[src/rtl/air_pkg.sv]
/*
  Constants for the right-side line input routing register bank.
  Assumes a byte-wide register port with 7-bit addresses from the
  device's control bus front end, and one 50 MHz core clock.
*/
// Behaviour
// - Routing register bit 7: 0 single-ended, 1 differential; resets 0.
// - Level code 0 gives 0 dB, code 8 gives -12 dB, 1.5 dB per step.
// - Valid level code in input-one-to-left connects it to the left mixer.
// - Level code 1111, the reset value, disconnects the input from the mixer.
// - Low three bits of input-one-to-left read zero; host writes zeros.
// - Input-one-to-right register has own mode and level, same encoding.
// - Bit 2 of input-one-to-right powers right ADC up when set; resets down.
// - Low two bits pick stepping per sample, per two samples, or none.
// - Input-two-to-right bit 7: 0 single-ended, 1 differential.
package air_pkg;

  // Register addresses.
  localparam logic [6:0] AIR_ADDR_R1_LEFT  = 7'h15;
  localparam logic [6:0] AIR_ADDR_R1_RIGHT = 7'h16;
  localparam logic [6:0] AIR_ADDR_R2_RIGHT = 7'h17;

  // Field positions.
  localparam int AIR_MODE_BIT  = 7;
  localparam int AIR_LVL_HI    = 6;
  localparam int AIR_LVL_LO    = 3;
  localparam int AIR_POWER_BIT = 2;

  // Level codes and reset values.
  localparam logic [3:0] AIR_LVL_MAX_GAIN  = 4'h8;
  localparam logic [3:0] AIR_LVL_OFF       = 4'hf;
  localparam logic [7:0] AIR_RST_R1_LEFT   = 8'h78;
  localparam logic [7:0] AIR_RST_R1_RIGHT  = 8'h78;
  localparam logic [7:0] AIR_RST_R2_RIGHT  = 8'h00;

  // Stepping modes.
  localparam logic [1:0] AIR_STEP_EVERY    = 2'h0;
  localparam logic [1:0] AIR_STEP_EVERY2   = 2'h1;

  // Sample period: 50 MHz core over a 48 kHz sample rate, rounded down.
  localparam int AIR_CLK_HZ     = 50000000;
  localparam int AIR_FS_HZ      = 48000;
  localparam int AIR_FS_CYCLES  = AIR_CLK_HZ / AIR_FS_HZ;

endpackage : air_pkg

[src/rtl/air_stepper.sv]
/*
  Gain stepper for one mixer path: walks the applied level code toward
  the programmed target. Assumes a one-cycle step enable from outside.
*/
`timescale 1ns/1ps
module air_stepper
  import air_pkg::*;
(
  // Clock and reset.
  input  wire logic       sys_clk,
  input  wire logic       reset,
  // Control.
  input  wire logic [3:0] target,
  input  wire logic       step_en,
  input  wire logic       bypass,
  // Applied level.
  output logic      [3:0] level_q
);

  logic [3:0] level_d;

  // One code per enable; disconnect and bypass take effect at once so a
  // muted path never ramps through reserved codes.
  always_comb
  begin
    level_d = level_q;
    if (bypass || target == AIR_LVL_OFF || level_q == AIR_LVL_OFF)
      level_d = target;
    else if (step_en && level_q < target)
      level_d = level_q + 4'h1;
    else if (step_en && level_q > target)
      level_d = level_q - 4'h1;
  end

  always_ff @(posedge sys_clk)
  begin
    if (reset)
      level_q <= AIR_LVL_OFF;
    else
      level_q <= level_d;
  end

endmodule : air_stepper

[src/rtl/air_route_regs.sv]
/*
  Right line input routing register bank: three byte registers on the
  device's internal register port, decoded into mixer connect, level,
  input mode, right ADC power and gain stepping controls.
  Assumes the control bus front end gives one-cycle write strobes and
  samples read data combinationally in the cycle of the address.
*/
`timescale 1ns/1ps
module air_route_regs
  import air_pkg::*;
#(
  parameter int FS_CYCLES = AIR_FS_CYCLES
)
(
  // Clock and reset.
  input  wire logic       sys_clk,
  input  wire logic       reset,
  // Register port.
  input  wire logic [6:0] reg_addr,
  input  wire logic       reg_wr,
  input  wire logic [7:0] reg_wdata,
  output logic      [7:0] reg_rdata,
  output logic            reg_hit,
  // Right line input one toward left mixer.
  output logic            in1_left_diff,
  output logic            in1_left_conn,
  output logic      [3:0] in1_left_level,
  // Right line input one toward right mixer.
  output logic            in1_right_diff,
  output logic            in1_right_conn,
  output logic      [3:0] in1_right_level,
  // Right line input two and right ADC.
  output logic            in2_right_diff,
  output logic            right_adc_power,
  output logic      [1:0] right_step_mode
);

  logic [7:0]  r1l_q, r1l_d, r1r_q, r1r_d, r2r_q, r2r_d;
  logic [15:0] fs_cnt_q, fs_cnt_d;
  logic        half_q, half_d;
  logic        fs_tick, step_en, bypass;

  // Register writes; low bits of the left register are not stored.
  always_comb
  begin
    r1l_d = r1l_q;
    r1r_d = r1r_q;
    r2r_d = r2r_q;
    if (reg_wr)
    begin
      case (reg_addr)
        AIR_ADDR_R1_LEFT:  r1l_d = {reg_wdata[7:3], 3'h0};
        AIR_ADDR_R1_RIGHT: r1r_d = reg_wdata;
        AIR_ADDR_R2_RIGHT: r2r_d = reg_wdata;
        default: ;
      endcase
    end
  end

  always_ff @(posedge sys_clk)
  begin
    if (reset)
    begin
      r1l_q <= AIR_RST_R1_LEFT;
      r1r_q <= AIR_RST_R1_RIGHT;
      r2r_q <= AIR_RST_R2_RIGHT;
    end
    else
    begin
      r1l_q <= r1l_d;
      r1r_q <= r1r_d;
      r2r_q <= r2r_d;
    end
  end

  // Read mux; unmapped addresses read zero and drop reg_hit.
  always_comb
  begin
    reg_hit = 1'b1;
    case (reg_addr)
      AIR_ADDR_R1_LEFT:  reg_rdata = r1l_q;
      AIR_ADDR_R1_RIGHT: reg_rdata = r1r_q;
      AIR_ADDR_R2_RIGHT: reg_rdata = r2r_q;
      default:
      begin
        reg_rdata = 8'h00;
        reg_hit   = 1'b0;
      end
    endcase
  end

  // Sample-rate divider with a half-rate toggle for the slow mode.
  always_comb
  begin
    fs_tick  = (fs_cnt_q == 16'(FS_CYCLES - 1));
    fs_cnt_d = fs_tick ? 16'h0000 : fs_cnt_q + 16'h0001;
    half_d   = fs_tick ? ~half_q : half_q;
  end

  always_ff @(posedge sys_clk)
  begin
    if (reset)
    begin
      fs_cnt_q <= 16'h0000;
      half_q   <= 1'b0;
    end
    else
    begin
      fs_cnt_q <= fs_cnt_d;
      half_q   <= half_d;
    end
  end

  // Stepping rate from the right ADC control bits.
  always_comb
  begin
    case (r1r_q[1:0])
      AIR_STEP_EVERY:  step_en = fs_tick;
      AIR_STEP_EVERY2: step_en = fs_tick & half_q;
      default:         step_en = 1'b0;
    endcase
    bypass = r1r_q[1];
  end

  // The left path shares the right stepping rate; there is one setting.
  air_stepper u_step_left (
    .sys_clk (sys_clk),
    .reset   (reset),
    .target  (r1l_q[AIR_LVL_HI:AIR_LVL_LO]),
    .step_en (step_en),
    .bypass  (bypass),
    .level_q (in1_left_level)
  );

  air_stepper u_step_right (
    .sys_clk (sys_clk),
    .reset   (reset),
    .target  (r1r_q[AIR_LVL_HI:AIR_LVL_LO]),
    .step_en (step_en),
    .bypass  (bypass),
    .level_q (in1_right_level)
  );

  // Decoded controls; reserved codes count as not connected.
  assign in1_left_diff   = r1l_q[AIR_MODE_BIT];
  assign in1_right_diff  = r1r_q[AIR_MODE_BIT];
  assign in2_right_diff  = r2r_q[AIR_MODE_BIT];
  assign in1_left_conn   = in1_left_level <= AIR_LVL_MAX_GAIN;
  assign in1_right_conn  = in1_right_level <= AIR_LVL_MAX_GAIN;
  assign right_adc_power = r1r_q[AIR_POWER_BIT];
  assign right_step_mode = r1r_q[1:0];

  // Checks.
  a_low_bits_zero: assert property (@(posedge sys_clk) disable iff (reset)
    r1l_q[2:0] == 3'h0) else $error("reserved bits not zero");
  a_off_disconnects: assert property (@(posedge sys_clk) disable iff (reset)
    r1l_q[6:3] == AIR_LVL_OFF |=> !in1_left_conn)
    else $error("off code left connected");
  a_valid_connects: assert property (@(posedge sys_clk) disable iff (reset)
    reg_wr && reg_addr == AIR_ADDR_R1_LEFT && reg_wdata[6:3] <= 4'h8
    ##1 r1l_q[6:3] != AIR_LVL_OFF |=> in1_left_conn)
    else $error("valid code not connected");
  a_right_connects: assert property (@(posedge sys_clk) disable iff (reset)
    reg_wr && reg_addr == AIR_ADDR_R1_RIGHT && reg_wdata[6:3] <= 4'h8
    ##1 r1r_q[6:3] != AIR_LVL_OFF |=> in1_right_conn)
    else $error("right code not connected");
  a_power_follows: assert property (@(posedge sys_clk) disable iff (reset)
    reg_wr && reg_addr == AIR_ADDR_R1_RIGHT |=>
    right_adc_power == $past(reg_wdata[2]))
    else $error("power bit wrong");
  a_mode_follows: assert property (@(posedge sys_clk) disable iff (reset)
    reg_wr && reg_addr == AIR_ADDR_R2_RIGHT |=>
    in2_right_diff == $past(reg_wdata[7]))
    else $error("mode bit wrong");
  a_diff_follows: assert property (@(posedge sys_clk) disable iff (reset)
    reg_wr && reg_addr == AIR_ADDR_R1_LEFT |=>
    in1_left_diff == $past(reg_wdata[7]))
    else $error("left mode bit wrong");
  a_step_single: assert property (@(posedge sys_clk) disable iff (reset)
    !$past(bypass) && $past(in1_right_level) != AIR_LVL_OFF &&
    $past(r1r_q[6:3]) != AIR_LVL_OFF && $changed(in1_right_level) |->
    $past(step_en)) else $error("level moved without step");
  // The target is taken one cycle back so a write in the same cycle as the
  // jump does not look like a late update.
  a_bypass_now: assert property (@(posedge sys_clk) disable iff (reset)
    bypass |=> in1_right_level == $past(r1r_q[6:3]))
    else $error("bypass level late");
  c_write_left: cover property (@(posedge sys_clk)
    reg_wr && reg_addr == AIR_ADDR_R1_LEFT);
  c_power_up: cover property (@(posedge sys_clk) $rose(right_adc_power));
  c_ramp_step: cover property (@(posedge sys_clk)
    step_en && in1_left_level != r1l_q[6:3]);

endmodule : air_route_regs

[config.mk]
export PLATFORM = sky130hd
export DESIGN_NAME = air_route_regs
export DESIGN_NICKNAME = d
export VERILOG_FILES = /design/src/rtl/air_pkg.sv /design/src/rtl/air_stepper.sv /design/src/rtl/air_route_regs.sv
export SDC_FILE = /design/constraint.sdc
export NUM_CORES = 1
export LEC_CHECK = 0
export BUFFER_PORTS_ARGS = -buffer_cell sky130_fd_sc_hd__buf_2
export CAP_MARGIN = 20
export CORE_UTILIZATION = 45
export CTS_BUF_LIST = sky130_fd_sc_hd__clkbuf_4 sky130_fd_sc_hd__clkbuf_8
export DETAILED_ROUTE_END_ITERATION = 10
export PLACE_DENSITY = 0.67
export SYNTH_ARGS = -nofsm -noshare
export SYNTH_HDL_FRONTEND = slang
export SYNTH_HIERARCHICAL = 1
export SYNTH_SLANG_ARGS = --single-unit
[constraint.sdc]
create_clock -name sys_clk -period 5.56 [get_ports sys_clk]
set_input_delay 0.556 -clock sys_clk [delete_from_list [all_inputs] [get_ports sys_clk]]
set_output_delay 0.556 -clock sys_clk [all_outputs]
set_load 0.03 [all_outputs]
Yosys cells after proc, flatten, opt, wreduce, memory -nomap -nowiden
Cells that the tools add are included.
{ "word_totals": {"out_inout_bits": 25, "romBits": 0, "n_memories": 0, "regBits": 46, "wordCells": 54, "mem_bits_rw": 0, "latch_bits": 0} }
{ "classes": {"n_reduce_logical": 16, "muxes": 9, "shift": 0, "eq_ne": 9, "n_addsub": 5, "n_lt_le_gt_ge": 6, "n_bitwise": 2, "multipliers": 0, "n_div": 0} }
{ "ops": {"columns": ["cell", "n"], "rows": [
  ["2-to-1 mux 4 bit", 6],
  ["case mux 8 bit (3 select lines)", 1],
  ["equality test 7 x 5 -> 1 bit, second input constant", 3],
  ["adder 16 x 1 -> 16 bit, second input constant", 1],
  ["equality test 16 x 11 -> 1 bit, second input constant", 1],
  ["equality test 4 bit, second input constant", 4],
  ["adder 4 x 1 -> 4 bit, second input constant", 2],
  ["greater-than comparator 4 bit", 2],
  ["<= comparator 4 bit, second input constant", 2],
  ["less-than comparator 4 bit", 2],
  ["subtractor 4 x 1 -> 4 bit, second input constant", 2],
  ["AND reduction 2 bit", 3],
  ["nonzero test 3 bit", 2],
  ["logical AND 1 bit", 4],
  ["logical OR 1 bit", 4],
  ["OR reduction 3 bit", 1],
  ["equality test 2 x 1 -> 1 bit, second input constant", 1],
  ["logical NOT 2 bit", 1],
  ["case mux 1 bit (2 select lines)", 1],
  ["OR reduction 2 bit", 1],
  ["AND 1 bit", 1],
  ["2-to-1 mux 1 bit", 1],
  ["inverter 1 bit", 1]
]} }

Longest topological paths before layout
Gate-level depths: netlist of the first run.
{ "depth": {"depth_word": 7, "mapped_depth": 14} }

Hierarchy
The synthesis of the first run kept the hierarchy.
{ "modules_own_cells": {"columns": ["module", "seq_area_each_um2", "instances", "area_per_inst_um2", "cells_each"], "rows": [
  ["air_route_regs", 760.7, 1, 1815.5, 200],
  ["air_stepper", 80.1, 2, 450.4, 49]
]} }

Worst setup path after synthesis of the first run
OpenSTA, ideal clock, no wires.
{ "synth_timing": {"path_kind": "flip-flop to flip-flop", "startpoint": "register fs_cnt_q[0]", "endpoint": "register u_step_left.level_q[3]", "t_arrival_ns": 2.710, "path_stages_with_launch": 15, "synth_period_minus_slack_ns": 2.830, "setup_slack_ns": 2.730, "setup_ns": 0.120, "cell_sequence": "dfxtp_1 inv_1 ha_1 nor4bb_1 nand4_1 nor3_1 and2b_1 and2_1 nand2_1 ha_1 a21o_1 a21oi_1 a21oi_1 nor4b_4 nor3_2"} }
{ "synth_via": {"elab_chain_len": 6, "word_cells_on_any_way": 8, "classes_between": "eq/ne (1); mux (3); bitwise (1); reduce/logical (3)"} }
{ "synth_lines": {"columns": ["item", "line_no", "source"], "rows": [
  ["start: declaration", "air_route_regs.sv:39", "logic [15:0] fs_cnt_q, fs_cnt_d;"],
  ["start signal: assignment", "air_route_regs.sv:109", "fs_cnt_q <= fs_cnt_d;"],
  ["equality test 16 x 11 -> 1 bit (*)", "air_route_regs.sv:95", "fs_tick = (fs_cnt_q == 16'(FS_CYCLES - 1));"],
  ["AND 1 bit", "air_route_regs.sv:119", "AIR_STEP_EVERY2: step_en = fs_tick & half_q;"],
  ["case mux 1 bit (2 select lines) (*)", "air_route_regs.sv:117", "case (r1r_q[1:0])"],
  ["net step_en", "air_route_regs.sv:41", "logic fs_tick, step_en, bypass;"],
  ["logical AND 1 bit", "air_stepper.sv:29", "else if (step_en && level_q < target)"],
  ["2-to-1 mux 4 bit", "air_stepper.sv:29", null],
  ["2-to-1 mux 4 bit", "air_stepper.sv:27", "if (bypass || target == AIR_LVL_OFF || level_q == AIR_LVL_OFF)"],
  ["end signal: assignment", "air_stepper.sv:40", "level_q <= level_d;"],
  ["end: declaration", "air_stepper.sv:17", "output logic [3:0] level_q"]
]} }
The timed path passes the listed nets; every way through them passes the cells marked *.
A chain may end at the register's enable or synchronous reset.

Worst setup path in the final report of the first run
{ "layout_timing": {"startpoint": "register fs_cnt_q[10]", "endpoint": "register u_step_right.level_q[3]"} }
{ "layout_via": {"elab_chain_len": 6, "word_cells_on_any_way": 8, "classes_between": "eq/ne (1); mux (3); bitwise (1); reduce/logical (3)"} }
{ "layout_lines": {"columns": ["item", "line_no"], "rows": [
  ["equality test 16 x 11 -> 1 bit (*)", "air_route_regs.sv:95"],
  ["AND 1 bit", "air_route_regs.sv:119"],
  ["case mux 1 bit (2 select lines) (*)", "air_route_regs.sv:117"],
  ["net step_en", "air_route_regs.sv:41"],
  ["logical AND 1 bit", "air_stepper.sv:29"],
  ["2-to-1 mux 4 bit", "air_stepper.sv:29"],
  ["2-to-1 mux 4 bit", "air_stepper.sv:27"],
  ["end signal: assignment", "air_stepper.sv:40"],
  ["end: declaration", "air_stepper.sv:17"]
]} }
Marked as above.

==> results.yml, run 1 <==
run_status:
  status: "complete, no violations"
finish:
  final_util: 0.533
  mostFrequentLayoutCell: "nor2_1"
  syn_to_final_growth_pct: 11.4
  drive_gt1_frac: 0.196
  multiInputGateArea_um2: 1660
  post-route-cell-area_um2: 3030
  diodes: 0
  final_cell_mix: "52 x nor2_1, 46 x dfxtp_1, 42 x buf_2, 20 x mux2i_1, 15 x inv_1"
  nets: 369
  register_area_um2: 921
  final_cells: 408
  nFillCells: 552
synth:
  syn_area_um2: 2720
  synth-edff-count: 0
  yosysTopAreaCell: "dfxtp_1"
  synth_cells: 298
  synth_warnings: 6
  synth.ff_latch_count: 46
  ys_seq_area_frac: 0.339
  synth.avg_cell_area_um2: 9.12
  synth_top_area_share: 0.339
  ys_top_cells_by_area: "dfxtp_1 34%, mux2i_1 7.4%, nor2_1 7.2%"
  synth_flop_cell: "dfxtp_1"
  synth_cell_types: 44
  synth-async-reset-ratio: 0
  syn-num-nets: 332
power_and_ir_drop:
  p_switching_mw: 0.142
  switching_share: 0.244
  combPwrFrac: 0.061
  pwr-share-seq: 0.575
  powerDensity_nw_per_um2: 192
  ir_drop_mv: 0.108
  p_leak_nw: 1.34
  p_int_mw: 0.440
  p_clk_frac: 0.364
clocking:
  tritoncts: "yes"
  clk_pin_slew_ns: 0.09
  worstSkewPairLatency_ns: 0.31
  clkSinkCount: 46
  h-tree-depth: 2
  cts_root_buf: "clkbuf_8"
  hold_buffers: 0
  cts_made_buffers: 5
  clockBufferDepth: 2
  cts-resized-gates: 0
  cts_setup_buffers: 0
global_routing:
  first_global_vias: 2106
  grt_max_degree: 40
  grt_pass1_wl_mm: 9.70
  grt.overflow.total: 0
  antenna_found_initial: 0
  grt_use_total: 0.194
sta:
  hold_viol: 0
  timing.final.ws_setup_ns: 2.29
  finalCriticalPeriod_ns: 3.27
  grt_setup_unrepaired: "false"
  worst_slew_pin_slew_ns: 0.690
  period_share: 0.589
  fin_worst_skew_ns: 0.00862
  max_freq_ghz: 0.306
  slew_violations: 0
  slew_headroom: 0.540
  setup-violations-final: 0
  fin_tns_setup_ns: 0
route:
  routed_via_density: 5.44
  wl_per_cell_um: 13.6
  drc_errors: 0
  first_pass_iters: 4
  first_iter_violations: 85
  vias: 2219
  antenna_left: 0
  wl_mm: 5.55
worst_hold_path:
  holdCritPathClass: "register to register"
  hp-start: "fs_cnt_q[0]"
floorplanning:
  core_area_um2: 5680
  num_rows: 27
  die_x_um: 79.7
  die-area_um2: 6350
  initial_core_util: 0.479
  die_h_um: 79.7
  ios: 43
placed_design:
  place_area_um2: 2940
  pre_cts_slack_ns: 2.36
  placed_cells: 400
  post-dp-hpwl_mm: 4.05
  port_buffers: 42
  routabilityCongestion: 0.825
setup_path:
  cp.arrival_ns: 3.47
  crit_start: "fs_cnt_q[10]"
  criticalPathCategory: "register to register"
  rr_startpoint: "fs_cnt_q[10]"
  cp.required_ns: 5.76
  start_kind: "register"
  end_kind: "register"
  path_max_fanout: 6
job:
  maxCapViolCount: 0
[per-stage QoR]
stage	hold WS [ns]	power [mW]
floorplan	0.430	0.365
global placement	0.446	0.377
detailed placement	0.457	0.377
CTS	0.481	0.592
global route	0.494	0.607
finish	0.479	0.581
[path summary, 6_finish.rpt]
kind | endpoint | slack [ns] | depth (start not counted)
worst max register to register | u_step_right/level_q[3] | 2.29 | 12
worst min register to register | fs_cnt_q[0] | 0.48 | 1
worst min-delay path | fs_cnt_q[0] | 0.48 | 1
worst max-delay path | u_step_right/level_q[3] | 2.29 | 12
[flip-flops by register name, summed over array words and instances (netlist names)]
register	flops
r2r_q	8
fs_cnt_q	16
r1l_q	5
half_q	1
r1r_q	8
u_step_right/level_q	4
u_step_left/level_q	4
[cells in the mapped netlist (all sizes together), types with 3 or more instances]
cell	instances
a41o	4
nor2b	12
a31oi	4
and2b	3
ha	14
xor2	5
a22oi	5
xnor2	12
nand2b	4
dfxtp	46
inv	15
a211o	8
mux2	5
buf	8
nand2	11
nor2	52
nand3	5
nand4	6
nor4	7
nor3	14
a21oi	10
mux2i	20
clkbuf	4
[kinds of logic after synthesis]
| kind of cell | share of synthesized area |
|---|---|
| AOI/OAI and AO/OA | 0.125 |
| buffers and inverters | 0.0507 |
| DFF | 0.339 |
| xor gates and xnor gates | 0.0548 |
| adders and majority gates | 0.0792 |
| muxes | 0.0944 |
| and+or+nand+nor | 0.257 |
[worst max-delay path: stages, from the launching register on]
cell and delay (ns):
dfxtp_1 0.45, nor4bb_1 0.32, nand4_1 0.21, nor3_1 0.54, and2b_1 0.23, and2_1 0.16
nand2_1 0.12, ha_1 0.30, a21o_1 0.17, a21oi_1 0.18, a21oi_1 0.11, nor4b_4 0.29
nor3_2 0.06
[power groups by stage]
stage	clock [mW]	sequential, mW	combinational (mW)
final	0.212	0.334	0.0357
after CTS	0.222	0.334	0.0359
after detailed placement	0	0.342	0.0357
after global placement	0	0.342	0.0356
after global routing	0.232	0.335	0.0402
after floorplan	0	0.341	0.0235
[per-layer routing]
layer | GRT usage | part of all wire
met3 | 0.0400 | 0.030
met1 | 0.252 | 0.49
met4 | 0.0618 | 0.013
met5 | 0 | 0
met2 | 0.317 | 0.46
[final cells by class]
class                      count  area share
clock buffer                   6      0.0252
clock inverter                 2     0.00455
inverter                      15      0.0186
multi-input combinational    225       0.548
sequential                    46       0.304
tap                           72      0.0298
timing repair buffer          42      0.0695
(Power assumes the default switching activity.)
==> run 2, diff against run 1 <==
--- a/config.mk
+++ b/config.mk
@@ -10,7 +10,7 @@
 export CORE_UTILIZATION = 45
 export CTS_BUF_LIST = sky130_fd_sc_hd__clkbuf_4 sky130_fd_sc_hd__clkbuf_8
 export DETAILED_ROUTE_END_ITERATION = 10
-export PLACE_DENSITY = 0.67
+export PLACE_DENSITY = 0.69
 export SYNTH_ARGS = -nofsm -noshare
 export SYNTH_HDL_FRONTEND = slang
 export SYNTH_HIERARCHICAL = 1
==> constraint.sdc (replaced) <==
create_clock -name sys_clk -period 2.9 [get_ports sys_clk]
set_input_delay 0.29 -clock sys_clk [delete_from_list [all_inputs] [get_ports sys_clk]]
set_output_delay 0.29 -clock sys_clk [all_outputs]
set_load 0.03 [all_outputs]
==> run 2 against run 1 <==
Effect of this change:
- clock power up 85%
- global-route usage down 0.19 points
- largest cell class unchanged
- maximum frequency up 21%
- power up 90%
- combinational power up 110%
- critical path type unchanged
- register-to-register slack worse by 2.1 ns
- die area unchanged
- clock skew down 0.0035 ns
==> results.yml, run 2 (synthesis gave the netlist of run 1 again) <==
placed_design:
  routabilityCongestion: 0.870
  port_buffers: 42
  post-dp-hpwl_mm: 4.12
  placed_cells: 410
  pre_cts_slack_ns: 0.00499
finish:
  diodes: 0
  top_regs: "fs_cnt_q (16), r1r_q (8), r2r_q (8)"
  drive_gt1_frac: 0.243
  final_cells: 418
  syn_to_final_growth_pct: 15.5
  mostFrequentLayoutCell: "nor2_1"
  largest_register: "fs_cnt_q"
  largest_reg_flops: 16
  final_cell_mix: "52 x nor2_1, 46 x dfxtp_1, 42 x buf_2, 20 x mux2i_1, 15 x inv_1"
  nets: 379
power_and_ir_drop:
  p_clk_frac: 0.355
  p_int_mw: 0.836
  ir_drop_mv: 0.328
  pwr-share-seq: 0.578
  p_leak_nw: 1.39
  finalPower_mw: 1.11
  switching_share: 0.244
  p_switching_mw: 0.270
  combPwrFrac: 0.066
  powerDensity_nw_per_um2: 352
route:
  vias: 2254
  wl_mm: 5.64
  routed_via_density: 5.39
  first_pass_iters: 4
  wl_per_cell_um: 13.5
  drc_errors: 0
  antenna_left: 0
  first_iter_violations: 89
sta:
  setup-violations-final: 0
  fin_worst_skew_ns: 0.00508
  hold_viol: 0
  timing.final.ws_setup_ns: 0.204
  finalCriticalPeriod_ns: 2.70
  fin_tns_setup_ns: 0
  worst_slew_pin_slew_ns: 0.599
  period_share: 0.930
  slew_headroom: 0.600
  holdWs_ns: 0.230
  slew_violations: 0
  max_freq_ghz: 0.371
floorplanning:
  num_rows: 27
  die-area_um2: 6350
  core_area_um2: 5680
  die_x_um: 79.7
  die_h_um: 79.7
  initial_core_util: 0.479
  ios: 43
clocking:
  worstSkewPairLatency_ns: 0.29
  h-tree-depth: 2
  cts_root_buf: "clkbuf_8"
  cts_made_buffers: 5
  tritoncts: "yes"
  clk_pin_slew_ns: 0.09
  hold_buffers: 0
  clockBufferDepth: 2
  clkSinkCount: 46
setup_path:
  criticalPathCategory: "register to register"
  cp.required_ns: 3.09
  end_kind: "register"
  start_kind: "register"
  crit_path_cell_trace: "inv_1, ha_1, nor4bb_4, nand4_1, nor3_2, buf_4, and2b_1, and2_4, nand2_2, ha_1, a21o_1, a21oi_2, a21oi_1, nor4b_4, nor3_2"
  path_max_fanout: 4
  crit_slowest_cell: "dfxtp_1"
  max_stage_delay_ns: 0.33
  cp.arrival_ns: 2.89
global_routing:
  grt_pass1_wl_mm: 9.64
  grt.overflow.total: 0
  first_global_vias: 2097
  antenna_found_initial: 0
  grt_use_total: 0.192
  grt_max_degree: 22
worst_hold_path:
  holdCritPathClass: "primary input to register"
job:
  maxCapViolCount: 0
run_status:
  status: "complete, no violations"
## run 2: cell types whose count changed in the layout (fill, tap and decap cells not counted), moves of 2 or more
cell     delta
a21oi_1     -2
a21oi_2     +2
and2_1      -2
and2_4      +2
buf_4      +10
nand2_1     -2
nand2_2     +2
## run 2: layer usage
layer,global-route usage,share of wire,up-vias
met5,0,0,-
met3,0.0411,0.024,2
met2,0.304,0.47,32
met1,0.266,0.50,1070
li1,-,-,1150
met4,0.0382,0.0043,0
## run 2: stage by stage
| step | utilization | cell area, µm² |
|---|---|---|
| 2_1_floorplan | - | 2720 |
| 3_3_place_gp | 0.530 | 3010 |
| 3_5_place_dp | 0.530 | 3010 |
| 4_1_cts | 0.546 | 3100 |
| 5_1_grt | 0.553 | 3140 |
| 6_report | 0.553 | 3140 |
## run 2: power by group through the flow
stage | Combinational (mW) | Clock, mW | Sequential, mW
2_1_floorplan | 0.0450 | 0 | 0.655
3_3_place_gp | 0.0712 | 0 | 0.654
3_5_place_dp | 0.0721 | 0 | 0.655
4_1_cts | 0.0723 | 0.414 | 0.640
5_1_grt | 0.0821 | 0.438 | 0.641
6_report | 0.0735 | 0.393 | 0.640
## run 2: timing repair
item,4_1_cts,5_1_grt
endpoints found under the setup margin,0,5
setup buffers,0,0
resized for setup,0,9
hold endpoints to repair,0,0
## run 2: area by class of cell
class,count,area (µm²)
sequential,46,921
tap,72,90.1
fill,547,2540
timing repair buffer,52,285
clock buffer,5,68.8
inverter,15,56.3
multi-input combinational,225,1700
clock inverter,3,21.3
## run 2: critical path: cells and delay by family (launching register included)
| kind | cells | cell delay [ns] |
|---|---|---|
| fa+ha+maj | 2 | 0.41 |
| buf+inv | 2 | 0.20 |
| flops | 1 | 0.33 |
| compound gates | 3 | 0.41 |
| simple gates | 8 | 1.24 |
## run 2: final timing paths
| path | start | endpoint | slack, ns | cells after the start |
|---|---|---|---|---|
| max | fs_cnt_q[1] | u_step_right/level_q[3] | 0.20 | 15 |
| min | reg_wdata[4] | r1r_q[4] | 0.23 | 2 |
| min reg2reg | r2r_q[0] | r2r_q[0] | 0.50 | 2 |
| max reg2reg | fs_cnt_q[1] | u_step_right/level_q[3] | 0.20 | 15 |
